`src/logic/usb_ep_regs.svh`:
```
/*
   Register indices, field positions, mode codes and reset values of the
   endpoint control block.
   Assumes inclusion by its bare name from any file that needs them.
*/
`ifndef USB_EP_REGS_SVH
`define USB_EP_REGS_SVH

// Register indices; byte address on the bus is four times the index
`define REG_ADDR_IDX 8'h10
`define REG_CNT0_IDX 8'h11
`define REG_MODE0_IDX 8'h12
`define REG_CNT1_IDX 8'h13
`define REG_MODE1_IDX 8'h14
`define BUF_FIRST_IDX 8'hF8
`define AXI_AW 10

// Field positions
`define ADDR_EN_BIT 7
`define M_SETUP_BIT 7
`define M_IN_BIT 6
`define M_OUT_BIT 5
`define M_ACK_BIT 4
`define STALL_BIT 7
`define REG_RESET 8'h00

// Endpoint mode codes
`define MODE_DISABLE 4'h0
`define MODE_NAK_INOUT 4'h1
`define MODE_STATUS_OUT 4'h2
`define MODE_STALL_INOUT 4'h3
`define MODE_IGN_INOUT 4'h4
`define MODE_RSV_OUT 4'h5
`define MODE_STATUS_IN 4'h6
`define MODE_RSV_IN 4'h7
`define MODE_NAK_OUT 4'h8
`define MODE_ACK_OUT 4'h9
`define MODE_NAKOUT_STIN 4'hA
`define MODE_ACKOUT_NAKIN 4'hB
`define MODE_NAK_IN 4'hC
`define MODE_ACK_IN 4'hD
`define MODE_NAKIN_STOUT 4'hE
`define MODE_ACKIN_STOUT 4'hF

// Bus answers
`define RESP_OKAY 2'h0
`define RESP_SLVERR 2'h2

`endif

```
`src/logic/usb_sie_pkg.sv`:
```
/*
   Types shared by the endpoint control block and its bench.
   Assumes a decoded token and packet stream on the same clock.
*/
`default_nettype none
package usb_sie_pkg;
   typedef enum logic [1:0] {
      PID_SETUP = 2'h0, PID_IN = 2'h1, PID_OUT = 2'h2, PID_NONE = 2'h3
   } pid_t;
   typedef enum logic [2:0] {
      HS_ACK = 3'h0, HS_NAK = 3'h1, HS_STALL = 3'h2, HS_DATA = 3'h3
   } hs_t;
   typedef enum logic [2:0] {
      A_IGN = 3'h0, A_ACK = 3'h1, A_NAK = 3'h2, A_STALL = 3'h3,
      A_TXCNT = 3'h4, A_TX0 = 3'h5, A_CHECK = 3'h6
   } act_t;
   typedef enum logic [2:0] {
      S_IDLE = 3'h1, S_DATA = 3'h2, S_HOST = 3'h4
   } state_t;
   typedef struct packed {
      logic valid;
      pid_t pid;
      logic [6:0] addr;
      logic ep;
   } token_t;
   typedef struct packed {
      logic valid;
      logic crc_ok;
      logic toggle;
      logic [3:0] len;
   } rx_data_t;
   typedef struct packed {
      logic valid;
      hs_t kind;
      logic [3:0] count;
   } resp_t;
endpackage
`default_nettype wire

```
`src/logic/usb_endpoint_mode_sie.sv`:
```
/*
   Endpoint mode engine with its registers and the control endpoint buffer,
   reached over AXI4-Lite.
   Assumes a packet decoder on CLK that delivers tokens, data packet ends
   and host handshakes as one-cycle strobes; bus reset arrives as a pin.
*/
`timescale 1ns/1ps
`default_nettype none
`include "usb_ep_regs.svh"

// Notes on behaviour
// - Address register: 7-bit address plus enable
// - Hardware and bus reset clear the address
// - No answer until address enable is set
// - Control endpoint uses 8-byte buffer F8-FF
// - Endpoint 0 engine update locks its mode writes until read
// - Unlocked mode write clears bits 7 to 4
// - Setup flag forced from data to ACK
// - Mode 0000 ignores everything; reset default
// - SETUP is ACKed in modes 0001-0100, 0110, 1010, 1011, 1110 and 1111, then mode becomes 0001
// - Mode 1011 ACKs OUT, then becomes 0001
// - Mode 1001 ACKs OUT, then becomes 1000
// - Mode 1101 sends count, then becomes 1100
// - Mode 1111 sends count, then becomes 1110
// - Check OUT: ACK only zero length DATA1
// - Send-count answers IN with count field
// - Status IN sends zero length; ignore silent
// - Stall bit turns 1001 and 1101 to STALL
module usb_endpoint_mode_sie (
   input wire logic CLK,
   input wire logic SYS_RST,
   input wire logic USB_BUS_RESET,
   input wire usb_sie_pkg::token_t TOKEN,
   input wire usb_sie_pkg::rx_data_t RX_DATA,
   input wire logic RX_BYTE_VALID,
   input wire logic [7:0] RX_BYTE,
   input wire logic HOST_ACK,
   input wire logic LINK_ABORT,
   input wire logic [2:0] TX_INDEX,
   output var usb_sie_pkg::resp_t RESP,
   output var logic [7:0] TX_BYTE,
   input wire logic [`AXI_AW-1:0] AWADDR,
   input wire logic AWVALID,
   output logic AWREADY,
   input wire logic [31:0] WDATA,
   input wire logic [3:0] WSTRB,
   input wire logic WVALID,
   output logic WREADY,
   output logic [1:0] BRESP,
   output logic BVALID,
   input wire logic BREADY,
   input wire logic [`AXI_AW-1:0] ARADDR,
   input wire logic ARVALID,
   output logic ARREADY,
   output logic [31:0] RDATA,
   output logic [1:0] RRESP,
   output logic RVALID,
   input wire logic RREADY
);
   import usb_sie_pkg::*;

   // ************************************************************
   // Functions
   // ************************************************************

   // Answer that a mode gives to a token
   function automatic act_t decode(input logic [3:0] m, input pid_t p,
                                   input logic stall);
      act_t a;
      a = A_IGN;
      case (p)
         PID_SETUP:
            case (m)
               `MODE_NAK_INOUT, `MODE_STATUS_OUT, `MODE_STALL_INOUT,
               `MODE_IGN_INOUT, `MODE_STATUS_IN, `MODE_NAKOUT_STIN,
               `MODE_ACKOUT_NAKIN, `MODE_NAKIN_STOUT,
               `MODE_ACKIN_STOUT: a = A_ACK;
               default: a = A_IGN;
            endcase
         PID_IN:
            case (m)
               `MODE_NAK_INOUT, `MODE_ACKOUT_NAKIN, `MODE_NAK_IN,
               `MODE_NAKIN_STOUT: a = A_NAK;
               `MODE_STATUS_OUT, `MODE_STALL_INOUT: a = A_STALL;
               `MODE_STATUS_IN, `MODE_NAKOUT_STIN: a = A_TX0;
               `MODE_RSV_IN, `MODE_ACKIN_STOUT: a = A_TXCNT;
               `MODE_ACK_IN: a = stall ? A_STALL : A_TXCNT;
               default: a = A_IGN;
            endcase
         PID_OUT:
            case (m)
               `MODE_NAK_INOUT, `MODE_NAK_OUT,
               `MODE_NAKOUT_STIN: a = A_NAK;
               `MODE_STALL_INOUT, `MODE_STATUS_IN: a = A_STALL;
               `MODE_STATUS_OUT, `MODE_NAKIN_STOUT,
               `MODE_ACKIN_STOUT: a = A_CHECK;
               `MODE_RSV_OUT, `MODE_ACKOUT_NAKIN: a = A_ACK;
               `MODE_ACK_OUT: a = stall ? A_STALL : A_ACK;
               default: a = A_IGN;
            endcase
         default: a = A_IGN;
      endcase
      return a;
   endfunction

   // Mode that the engine leaves behind after an ACK
   function automatic logic [3:0] after_ack(input logic [3:0] m,
                                            input pid_t p);
      logic [3:0] n;
      n = m;
      if (p == PID_SETUP)
         n = `MODE_NAK_INOUT;
      else
         case (m)
            `MODE_ACKOUT_NAKIN: n = `MODE_NAK_INOUT;
            `MODE_ACK_OUT: n = `MODE_NAK_OUT;
            `MODE_ACK_IN: n = `MODE_NAK_IN;
            `MODE_ACKIN_STOUT: n = `MODE_NAKIN_STOUT;
            default: n = m;
         endcase
      return n;
   endfunction

   // Whether a register index answers on the bus
   function automatic logic mapped(input logic [7:0] idx);
      return (idx >= `REG_ADDR_IDX && idx <= `REG_MODE1_IDX) ||
             idx >= `BUF_FIRST_IDX;
   endfunction

   // ************************************************************
   // State
   // ************************************************************

   state_t st_q, st_d;
   act_t act_q, act_d, tok_act;
   pid_t pid_q, pid_d;
   logic ep_q, ep_d, lock_q, lock_d, force_q, force_d, hw_upd, hit, ack;
   logic brs1_q, brs2_q;
   logic [7:0] addr_q, addr_d, m0_q, m0_d, c0_q, c0_d, m1_q, m1_d;
   logic [7:0] c1_q, c1_d, rd_val, cnt;
   logic [2:0] rxp_q, rxp_d;
   logic [7:0] buf_q [8];
   logic [7:0] buf_d [8];
   resp_t resp_q, resp_d;
   logic [7:0] tx_q;
   logic aw_q, aw_d, w_q, w_d, bvalid_q, bvalid_d, rvalid_q, rvalid_d;
   logic awready_q, awready_d, wready_q, wready_d, arready_q, arready_d;
   logic [`AXI_AW-1:0] awa_q, awa_d;
   logic [7:0] wd_q, wd_d;
   logic ws_q, ws_d, wr_go, wr_en, rd_m0;
   logic [1:0] bresp_q, bresp_d, rresp_q, rresp_d;
   logic [31:0] rdata_q, rdata_d;

   assign RESP = resp_q;
   assign TX_BYTE = tx_q;
   assign AWREADY = awready_q;
   assign WREADY = wready_q;
   assign BVALID = bvalid_q;
   assign BRESP = bresp_q;
   assign ARREADY = arready_q;
   assign RVALID = rvalid_q;
   assign RDATA = rdata_q;
   assign RRESP = rresp_q;

   // ************************************************************
   // Register bus
   // ************************************************************

   // Commit a write once both halves are held; one at a time
   assign wr_go = aw_q && w_q && !bvalid_q;
   assign wr_en = wr_go && ws_q;
   assign rd_m0 = ARVALID && arready_q &&
                  ARADDR[`AXI_AW-1:2] == `REG_MODE0_IDX;

   // Read data mux over the registers and buffer
   always_comb begin
      case (ARADDR[`AXI_AW-1:2])
         `REG_ADDR_IDX: rd_val = addr_q;
         `REG_CNT0_IDX: rd_val = c0_q;
         `REG_MODE0_IDX: rd_val = m0_q;
         `REG_CNT1_IDX: rd_val = c1_q;
         `REG_MODE1_IDX: rd_val = m1_q;
         default: rd_val = mapped(ARADDR[`AXI_AW-1:2]) ?
                           buf_q[ARADDR[4:2]] : `REG_RESET;
      endcase
   end

   // Channel handshakes; ready drops while a half or an answer is held
   always_comb begin
      aw_d = aw_q;
      awa_d = awa_q;
      w_d = w_q;
      wd_d = wd_q;
      ws_d = ws_q;
      bvalid_d = bvalid_q;
      bresp_d = bresp_q;
      rvalid_d = rvalid_q;
      rdata_d = rdata_q;
      rresp_d = rresp_q;
      if (AWVALID && awready_q)
      begin
         aw_d = 1'b1;
         awa_d = AWADDR;
      end
      if (WVALID && wready_q)
      begin
         w_d = 1'b1;
         wd_d = WDATA[7:0];
         ws_d = WSTRB[0];
      end
      if (wr_go)
      begin
         aw_d = 1'b0;
         w_d = 1'b0;
         bvalid_d = 1'b1;
         bresp_d = mapped(awa_q[`AXI_AW-1:2]) ? `RESP_OKAY : `RESP_SLVERR;
      end
      else if (bvalid_q && BREADY)
         bvalid_d = 1'b0;
      if (ARVALID && arready_q)
      begin
         rvalid_d = 1'b1;
         rdata_d = {24'h0, rd_val};
         rresp_d = mapped(ARADDR[`AXI_AW-1:2]) ? `RESP_OKAY : `RESP_SLVERR;
      end
      else if (rvalid_q && RREADY)
         rvalid_d = 1'b0;
      awready_d = !aw_d && !bvalid_d;
      wready_d = !w_d && !bvalid_d;
      arready_d = !rvalid_d;
   end

   // Bus state registers
   always_ff @(posedge CLK or posedge SYS_RST) begin
      if (SYS_RST)
      begin
         aw_q <= 1'b0;
         awa_q <= '0;
         w_q <= 1'b0;
         wd_q <= `REG_RESET;
         ws_q <= 1'b0;
         bvalid_q <= 1'b0;
         bresp_q <= `RESP_OKAY;
         rvalid_q <= 1'b0;
         rdata_q <= '0;
         rresp_q <= `RESP_OKAY;
         awready_q <= 1'b1;
         wready_q <= 1'b1;
         arready_q <= 1'b1;
      end
      else
      begin
         aw_q <= aw_d;
         awa_q <= awa_d;
         w_q <= w_d;
         wd_q <= wd_d;
         ws_q <= ws_d;
         bvalid_q <= bvalid_d;
         bresp_q <= bresp_d;
         rvalid_q <= rvalid_d;
         rdata_q <= rdata_d;
         rresp_q <= rresp_d;
         awready_q <= awready_d;
         wready_q <= wready_d;
         arready_q <= arready_d;
      end
   end

   // ************************************************************
   // Endpoint engine
   // ************************************************************

   // Token is ours only with the address enabled and matching
   assign hit = addr_q[`ADDR_EN_BIT] && TOKEN.addr == addr_q[6:0];
   assign tok_act = decode(TOKEN.ep ? m1_q[3:0] : m0_q[3:0], TOKEN.pid,
                           TOKEN.ep & m1_q[`STALL_BIT]);
   assign ack = act_q == A_ACK || (act_q == A_CHECK &&
                RX_DATA.len == 4'h0 && RX_DATA.toggle);
   assign cnt = {RX_DATA.toggle, 3'h4, RX_DATA.len};

   // Firmware writes are applied first so engine updates override them
   always_comb begin
      st_d = st_q;
      act_d = act_q;
      ep_d = ep_q;
      pid_d = pid_q;
      addr_d = addr_q;
      m0_d = m0_q;
      c0_d = c0_q;
      m1_d = m1_q;
      c1_d = c1_q;
      force_d = force_q;
      rxp_d = rxp_q;
      buf_d = buf_q;
      resp_d = '0;
      hw_upd = 1'b0;
      if (wr_en)
         case (awa_q[`AXI_AW-1:2])
            `REG_ADDR_IDX: addr_d = wd_q;
            `REG_CNT0_IDX: c0_d = wd_q;
            `REG_CNT1_IDX: c1_d = wd_q;
            `REG_MODE1_IDX: m1_d = {wd_q[7], 3'h0, wd_q[3:0]};
            `REG_MODE0_IDX: if (!lock_q) m0_d = {force_q, 3'h0, wd_q[3:0]};
            default: if (mapped(awa_q[`AXI_AW-1:2])) buf_d[awa_q[4:2]] = wd_q;
         endcase
      case (st_q)
         S_IDLE:
            if (TOKEN.valid && hit && tok_act != A_IGN)
            begin
               ep_d = TOKEN.ep;
               pid_d = TOKEN.pid;
               act_d = tok_act;
               if (TOKEN.pid == PID_IN)
               begin
                  resp_d.valid = 1'b1;
                  resp_d.kind = tok_act == A_NAK ? HS_NAK :
                                tok_act == A_STALL ? HS_STALL : HS_DATA;
                  if (tok_act == A_TXCNT)
                     resp_d.count = TOKEN.ep ? c1_q[3:0] : c0_q[3:0];
                  if (tok_act == A_TXCNT || tok_act == A_TX0)
                     st_d = S_HOST;
                  if (!TOKEN.ep)
                  begin
                     m0_d[`M_IN_BIT] = 1'b1;
                     hw_upd = 1'b1;
                  end
               end
               else
               begin
                  st_d = S_DATA;
                  rxp_d = 3'h0;
                  if (!TOKEN.ep)
                  begin
                     hw_upd = 1'b1;
                     if (TOKEN.pid == PID_SETUP)
                     begin
                        force_d = 1'b1;
                        m0_d[`M_SETUP_BIT] = 1'b1;
                     end
                     else
                        m0_d[`M_OUT_BIT] = 1'b1;
                  end
               end
            end
         S_DATA:
         begin
            // Control endpoint data lands in the shared buffer
            if (RX_BYTE_VALID && !ep_q)
            begin
               buf_d[rxp_q] = RX_BYTE;
               rxp_d = rxp_q + 3'h1;
            end
            if (LINK_ABORT || RX_DATA.valid)
            begin
               st_d = S_IDLE;
               force_d = 1'b0;
            end
            // A corrupt packet gets no handshake at all
            if (!LINK_ABORT && RX_DATA.valid && RX_DATA.crc_ok)
            begin
               resp_d.valid = 1'b1;
               resp_d.kind = ack ? HS_ACK :
                             act_q == A_NAK ? HS_NAK : HS_STALL;
               if (ack && ep_q)
               begin
                  c1_d = cnt;
                  m1_d[`M_ACK_BIT] = 1'b1;
                  m1_d[3:0] = after_ack(m1_q[3:0], pid_q);
               end
               else if (ack)
               begin
                  c0_d = cnt;
                  m0_d[`M_ACK_BIT] = 1'b1;
                  m0_d[3:0] = after_ack(m0_q[3:0], pid_q);
                  hw_upd = 1'b1;
               end
            end
         end
         S_HOST:
            if (HOST_ACK)
            begin
               st_d = S_IDLE;
               if (ep_q)
               begin
                  m1_d[`M_ACK_BIT] = 1'b1;
                  m1_d[3:0] = after_ack(m1_q[3:0], pid_q);
               end
               else
               begin
                  m0_d[`M_ACK_BIT] = 1'b1;
                  m0_d[3:0] = after_ack(m0_q[3:0], pid_q);
                  hw_upd = 1'b1;
               end
            end
            else if (LINK_ABORT || TOKEN.valid)
               st_d = S_IDLE;
         default: st_d = S_IDLE;
      endcase
      // Lock: an engine update in the same cycle as the read wins
      lock_d = hw_upd ? 1'b1 : (rd_m0 ? 1'b0 : lock_q);
      if (brs2_q)
      begin
         st_d = S_IDLE;
         addr_d = `REG_RESET;
         m0_d = `REG_RESET;
         m1_d = `REG_RESET;
         c0_d = `REG_RESET;
         c1_d = `REG_RESET;
         force_d = 1'b0;
         lock_d = 1'b0;
         resp_d = '0;
      end
   end

   // Engine and register state; bus reset pin passes two flops first
   always_ff @(posedge CLK or posedge SYS_RST) begin
      if (SYS_RST)
      begin
         brs1_q <= 1'b0;
         brs2_q <= 1'b0;
         st_q <= S_IDLE;
         act_q <= A_IGN;
         ep_q <= 1'b0;
         pid_q <= PID_NONE;
         addr_q <= `REG_RESET;
         m0_q <= `REG_RESET;
         c0_q <= `REG_RESET;
         m1_q <= `REG_RESET;
         c1_q <= `REG_RESET;
         lock_q <= 1'b0;
         force_q <= 1'b0;
         rxp_q <= 3'h0;
         resp_q <= '0;
         tx_q <= `REG_RESET;
         for (int i = 0; i < 8; i++)
            buf_q[i] <= `REG_RESET;
      end
      else
      begin
         brs1_q <= USB_BUS_RESET;
         brs2_q <= brs1_q;
         st_q <= st_d;
         act_q <= act_d;
         ep_q <= ep_d;
         pid_q <= pid_d;
         addr_q <= addr_d;
         m0_q <= m0_d;
         c0_q <= c0_d;
         m1_q <= m1_d;
         c1_q <= c1_d;
         lock_q <= lock_d;
         force_q <= force_d;
         rxp_q <= rxp_d;
         resp_q <= resp_d;
         tx_q <= buf_q[TX_INDEX];
         buf_q <= buf_d;
      end
   end
endmodule // usb_endpoint_mode_sie
`default_nettype wire

```
`config.mk`:
```
export PLATFORM = sky130hd
export DESIGN_NAME = usb_endpoint_mode_sie
export DESIGN_NICKNAME = d
export VERILOG_FILES = /design/src/logic/usb_sie_pkg.sv /design/src/logic/usb_endpoint_mode_sie.sv
export VERILOG_INCLUDE_DIRS = /design/src /design/src/logic
export SDC_FILE = /design/constraint.sdc
export NUM_CORES = 1
export LEC_CHECK = 0
export BUFFER_PORTS_ARGS = -buffer_cell sky130_fd_sc_hd__buf_2
export CAP_MARGIN = 40
export CORE_MARGIN = 1.5
export CORE_UTILIZATION = 29
export DETAILED_ROUTE_END_ITERATION = 7
export HOLD_SLACK_MARGIN = 0.08
export SYNTH_ARGS = -nofsm -noshare
export SYNTH_HDL_FRONTEND = slang
export SYNTH_SLANG_ARGS = --single-unit
```
`constraint.sdc`:
```
create_clock -name CLK -period 5.6 [get_ports CLK]
set_input_delay 0.56 -clock CLK [delete_from_list [all_inputs] [get_ports CLK]]
set_output_delay 0.56 -clock CLK [all_outputs]
set_load 0.02 [all_outputs]
```
## Word-level counts from Yosys, hierarchy flattened

Memory sizes are Yosys's and may differ from the RTL's.
Index checks and enable logic that the tools add are counted.
Widths: inputs -> output; s select.

- Register bits after elaboration: 174
- Memory bits (read-only): 16
- Logic and storage cells: 301
- Bits of input ports: 96
- Bits in latches: 0
- Memories: 1
- RAM bits: 0

Memory list:

| name | words | bits a word | rd ports | clocked after memory_dff | wr ports | line | text |
|---|---|---|---|---|---|---|---|
| (no name shown) | 16 | 1 | 1 | 0 | 0 | usb_endpoint_mode_sie.sv:73 | `case (m)` |

- Multiplexer cells: 125
- Add/subtract/negate cells: 1
- $lt $le $gt $ge: 12
- Equality and inequality tests: 55
- Bitwise gates (word level): 5
- Shift-type cells: 0
- Multipliers: 0
- Divide/modulo/power cells: 0
- Reductions and logical operators: 62

Operators with widths:

| kind | number |
|---|---|
| $mux 64 | 5 |
| $mux 8 | 33 |
| $bwmux 64 | 2 |
| $eq 8x5->1 const B | 10 |
| $eq 4x4->1 const B | 16 |
| $bmux 8 s3 | 2 |
| $demux 8 s3 | 2 |
| $mux 5 | 9 |
| $pmux 8 s5 | 1 |
| $mux 3 | 13 |
| $mux 1 | 33 |
| $pmux 4 s4 | 2 |
| $pmux 3 s5 | 2 |
| $mux 4 | 7 |
| $logic_and 1x1->1 | 24 |
| $pmux 5 s2 | 2 |
| $pmux 3 s3 | 2 |
| $ge 4x4->1 const B | 4 |
| $ge 8x5->1 const B | 2 |
| $ge 8x8->1 const B | 2 |
| $le 8x5->1 const B | 2 |
| $not 3->4 | 4 |
| $ne 3x3->1 const B | 5 |
| $eq 3x2->1 const B | 4 |
| 31 further kinds | 72 |

## Depth between registers and ports, before layout

- Depth after elaboration: 12
- Gate-level depth with buffers: 9
- Depth with buffers taken out: 6

## Worst setup path before layout

No wires, ideal clock.

- Path kind: in2reg
- Start: in TOKEN[0] (netlist bit)
- End: reg ep_q
- Path slack: 3.121 ns
- Stages on the path: 8
- Required time: 5.475 ns
- Data arrival time: 2.354 ns
- Library setup time: 0.125 ns
- Path buffers: 2
- Cells stage by stage: buf_6 mux2i_4 maj3_1 nand2_1 a32o_2 o31ai_4 buf_6 mux2_4

- Cells in the longest elaborated chain, start to end: 8
- Elaborated cells on any way between the ends: 33
- Those cells by class: eq/ne (14); mux (6); bitwise (1); reduce/logical (11); memory (1)

RTL lines:

| what | line | text |
|---|---|---|
| start, declared | usb_endpoint_mode_sie.sv:33 | `input wire usb_sie_pkg::token_t TOKEN,` |
| $mux 4 | usb_endpoint_mode_sie.sv:275 | `assign tok_act = decode(TOKEN.ep ? m1_q[3:0] : m0_q[3:0], TOKEN.pid,` |
| $eq 4x4->1 (tied with other cells) | usb_endpoint_mode_sie.sv:81, usb_endpoint_mode_sie.sv:91 |  |
| $reduce_or 4->1 (tied with other cells) | usb_endpoint_mode_sie.sv:81 | `case (m)` |
| $pmux 3 s5, on equally long branches | usb_endpoint_mode_sie.sv:81, usb_endpoint_mode_sie.sv:91 |  |
| $pmux 3 s3 | usb_endpoint_mode_sie.sv:71 | `case (p)` |
| $reduce_bool 3->1 | usb_endpoint_mode_sie.sv:308 | `if (TOKEN.valid && hit && tok_act != A_IGN)` |
| $logic_and 1x1->1 | usb_endpoint_mode_sie.sv:308 |  |
| $reduce_and 2->1 (no line) | - |  |
| end signal, assigned | usb_endpoint_mode_sie.sv:444 | `ep_q <= ep_d;` |
| end, declared | usb_endpoint_mode_sie.sv:137 | `logic ep_q, ep_d, lock_q, lock_d, force_q, force_d, hw_upd, hit, ack;` |

Several ways; a longest one is shown, not always the timed one.
A chain may end at the register's enable or synchronous reset.

==> impl_metrics.yaml <==
drt:
  dr.pass1.iters: 5
  vias_per_cell: 5.13
  drt_iter0_markers: 462
  routed-via-count: 7387
  avgRoutedWirePerCell_um: 19.4
  wl_um: 28000
  drcViolationCount: 0
  drtAntennaViolNets: 0
sta:
  finalCriticalPeriod_ns: 2.80
  setup_ws_ns: 2.80
  clock_skew_ns: 0.00907
  hold_viol: 0
  fmax_ghz: 0.357
  setup-tns-final_ns: 0
  fin_crit_sh_pct: 50.1
  slew_headroom_pct: 37.3
  finalSetupViolations: 0
  worst_pin_slew_ns: 0.934
  rsz0062_at_grt: "false"
  drv_slew: 0
placed_design:
  place_ws_ns: 2.44
  portBuffers: 94
  dpl.cell_count: 1405
  dp.final_hpwl_um: 19300
  gp_congestion: 0.811
critical_path:
  cp_slowest_stage_delay_ns: 0.73
  worstPathCellList: "nor3b_1 > and3_1 > nand4_1 > nor2_1 > a21oi_1"
  crit_fanout: 16
  worst-setup-path-type: "reg2reg"
  crit_slowest_cell: "nand4_1"
  cp_top_family: "simple AND/OR/NAND/NOR gates"
  startpoint_type: "flip-flop"
  cp_num_buf_inv: 0
  end_kind: "flip-flop"
  required_ns: 5.89
  cp.arrival_ns: 3.09
final_layout:
  nets: 1081
  finalNonFillerCells: 1440
  seq_area_mm2: 0.00419
  multi_input_area_mm2: 0.00505
  layout-drive-gt1-share_pct: 23.5
  fillers: 3342
  areaGrowthSynthToFinish_pct: 13.8
synth:
  synth_xor_area_share_pct: 1.08
  synth.area.mux_share_pct: 22.8
  synth_fa_ha_area_share_pct: 0.348
  ys_seq_elements: 167
  yosys-top-cells-area: "dfrtp_1, mux2i_1, mux4_2, nand2_1, a21oi_1"
  postSynthAreaPerCell_um2: 10.5
  synthSimpleGateAreaFrac_pct: 14.5
  synth_area_leader_cell: "dfrtp_1"
  synth_top_family_by_area: "multiplexers"
  netlist_instances: 928
  netlist_area_mm2: 0.00971
  synthArstFlopShare_pct: 100
  synth-edff-count: 0
  yosysWarnings: 0
  synth_compound_area_share_pct: 12.3
  ys_types: 82
  synthFlopType: "dfrtp_1"
  yosys.area.top_type_share_pct: 41.5
  ys_seq_area_share_pct: 43.1
die:
  rows: 66
  initial_utilization_pct: 29.6
  boundaryPins: 153
  die_w_um: 186
  core_region_area_mm2: 0.0328
  die_area_mm2: 0.0346
  die_y_um: 186
clock_network:
  clock_sinks: 167
  cts_tree: "yes"
  postCtsSetupRepairBufs: 0
  clock-root-buffer: "clkbuf_16"
  cts_buffers: 17
  ctsResizeCount: 0
  clk_pin_slew_ns: 0.07
  cts-hold-fix-buffers: 0
  clk_latency_ns: 0.44
  cts_max_level: 4
  clock_path_buffers: 2
pwr:
  power.density_mw_per_mm2: 304
  power_leakage_nw: 4.32
  peakVddDrop_uv: 251
flow_run:
  maxCapViolCount: 0
run_status:
  status: "complete, no violations"
global_route:
  grt_use_total_pct: 16.8
  grt_overflow: 0
  grt_first_pass_wirelength_um: 43000
  grt_pass1_vias: 7111
  antenna_found_initial: 2
  grt_max_degree: 63
hold_path:
  hp-class: "in2async"
==> sequential cells by signal, indices dropped and copies added, names as in the netlist, 2 cells and up <==
signal,cells
wd_q,8
RESP,7
pid_q,2
buf_q,64
addr_q,8
m1_q,6
c1_q,8
st_q,3
rxp_q,3
TX_BYTE,8
awa_q,8
act_q,3
c0_q,8
RDATA,8
m0_q,8
==> cell usage after synthesis (all sizes together) (3+ instances only) <==
library cell and n:
a2111oi 4, xor2 6, o22ai 4, and3b 3, buf 52, o2111ai 3
o211ai 3, a311oi 3, nand4 3, nor2 79, or2 3, a21oi 60
nor4 10, a41oi 4, mux4 32, a211oi 20, a31oi 7, dfstp 6
a22o 3, nand3 25, nand2 94, o31ai 3, o21ai 62, clkbuf 40
nor2b 8, or3 6, inv 13, mux2i 108, mux2 32, nand4b 4
nor3 15, nor3b 5, xnor2 6, and3 6, nand2b 6, dfrtp 161
==> cell type report <==
type                            instances  share of cell area (%)
Sequential cell                       167                    37.9
Multi-Input combinational cell        682                    45.7
Clock inverter                         11                    1.54
Inverter                               13                   0.487
Tap cell                              442                    5.00
Timing Repair Buffer                  103                    5.09
Antenna cell                            1                  0.0226
Clock buffer                           21                    4.26
==> cell usage in the layout (no fill, tap or decap), types with 5 or more instances in the layout <==
master     instances
mux2_2            26
nor3_1            11
o21ai_0           53
or3_1              5
a211oi_1          20
dfstp_2            6
conb_1            27
dfrtp_1          161
xor2_1             6
clkbuf_16         17
nor2_1            77
mux2i_1          104
mux2_4             6
xnor2_1            6
nor4_1             7
inv_1             12
nand3_1           24
mux4_2            32
a31oi_1            7
and3_1             6
nand2_1           93
buf_2             94
nand2b_1           6
a21oi_1           60
o21ai_1            9
nor2b_1            8
==> through the flow <==
step | area [um^2] | total power, mW | utilization (%) | hold WS [ns]
2_1_floorplan | 9810 | 1.90 | - | 0.331
3_3_place_gp | 10300 | 2.07 | 31.5 | 0.337
3_5_place_dp | 10400 | 2.08 | 31.7 | 0.342
4_1_cts | 11000 | 3.39 | 33.6 | 0.213
5_1_grt | 11100 | 3.51 | 33.7 | 0.212
6_report | 11100 | 3.36 | 33.7 | 0.199
==> worst register-to-register path: stages (launching register included) <==
cell and delay, ns:
dfrtp_1 0.43, nor3b_1 0.60, and3_1 0.52, nand4_1 0.74, nor2_1 0.30, a21oi_1 0.06
==> cell families after synthesis <==
| logic type | count (synthesis) |
|---|---|
| AND/OR/NAND/NOR | 277 |
| AO/OA/AOI/OAI | 191 |
| multiplexers | 172 |
| flip-flops | 167 |
| buffers and inverters | 105 |
| XOR/XNOR | 12 |
| adder cells (fa/ha/maj) | 3 |
| other | 1 |
==> where the power goes <==
| group | internal, mW | switching [mW] |
|---|---|---|
| logic | 0.206 | 0.261 |
| clock network | 0.783 | 0.517 |
| registers | 1.33 | 0.256 |
| total | 2.32 | 1.03 |
==> final timing paths <==
check	startpoint	end	slack, ns	cells past startpoint
hold / removal	SYS_RST	TX_BYTE[0]$_DFF_PP0_	0.20	2
setup / recovery	st_q[2]$_DFFE_PP0P_	buf_q[2]$_DFF_PP0_	2.80	5
setup reg to reg	st_q[2]$_DFFE_PP0P_	buf_q[2]$_DFF_PP0_	2.80	5
max in group asynchronous	SYS_RST	wd_q[4]$_DFFE_PP0P_	4.23	3
min in group CLK	USB_BUS_RESET	brs1_q$_DFF_PP0_	0.23	1
hold reg to reg	brs1_q$_DFF_PP0_	brs2_q$_DFF_PP0_	0.36	0
==> per-layer routing <==
layer  GRT usage [%]  routed length, um  vias up
li1                -                  -     3449
met1            22.9              12700     3643
met2            25.6              12800      253
met3            3.99               1510       42
met4            6.84                901        0
met5               0                  0        -
Power figures use the tool's default switching activity.
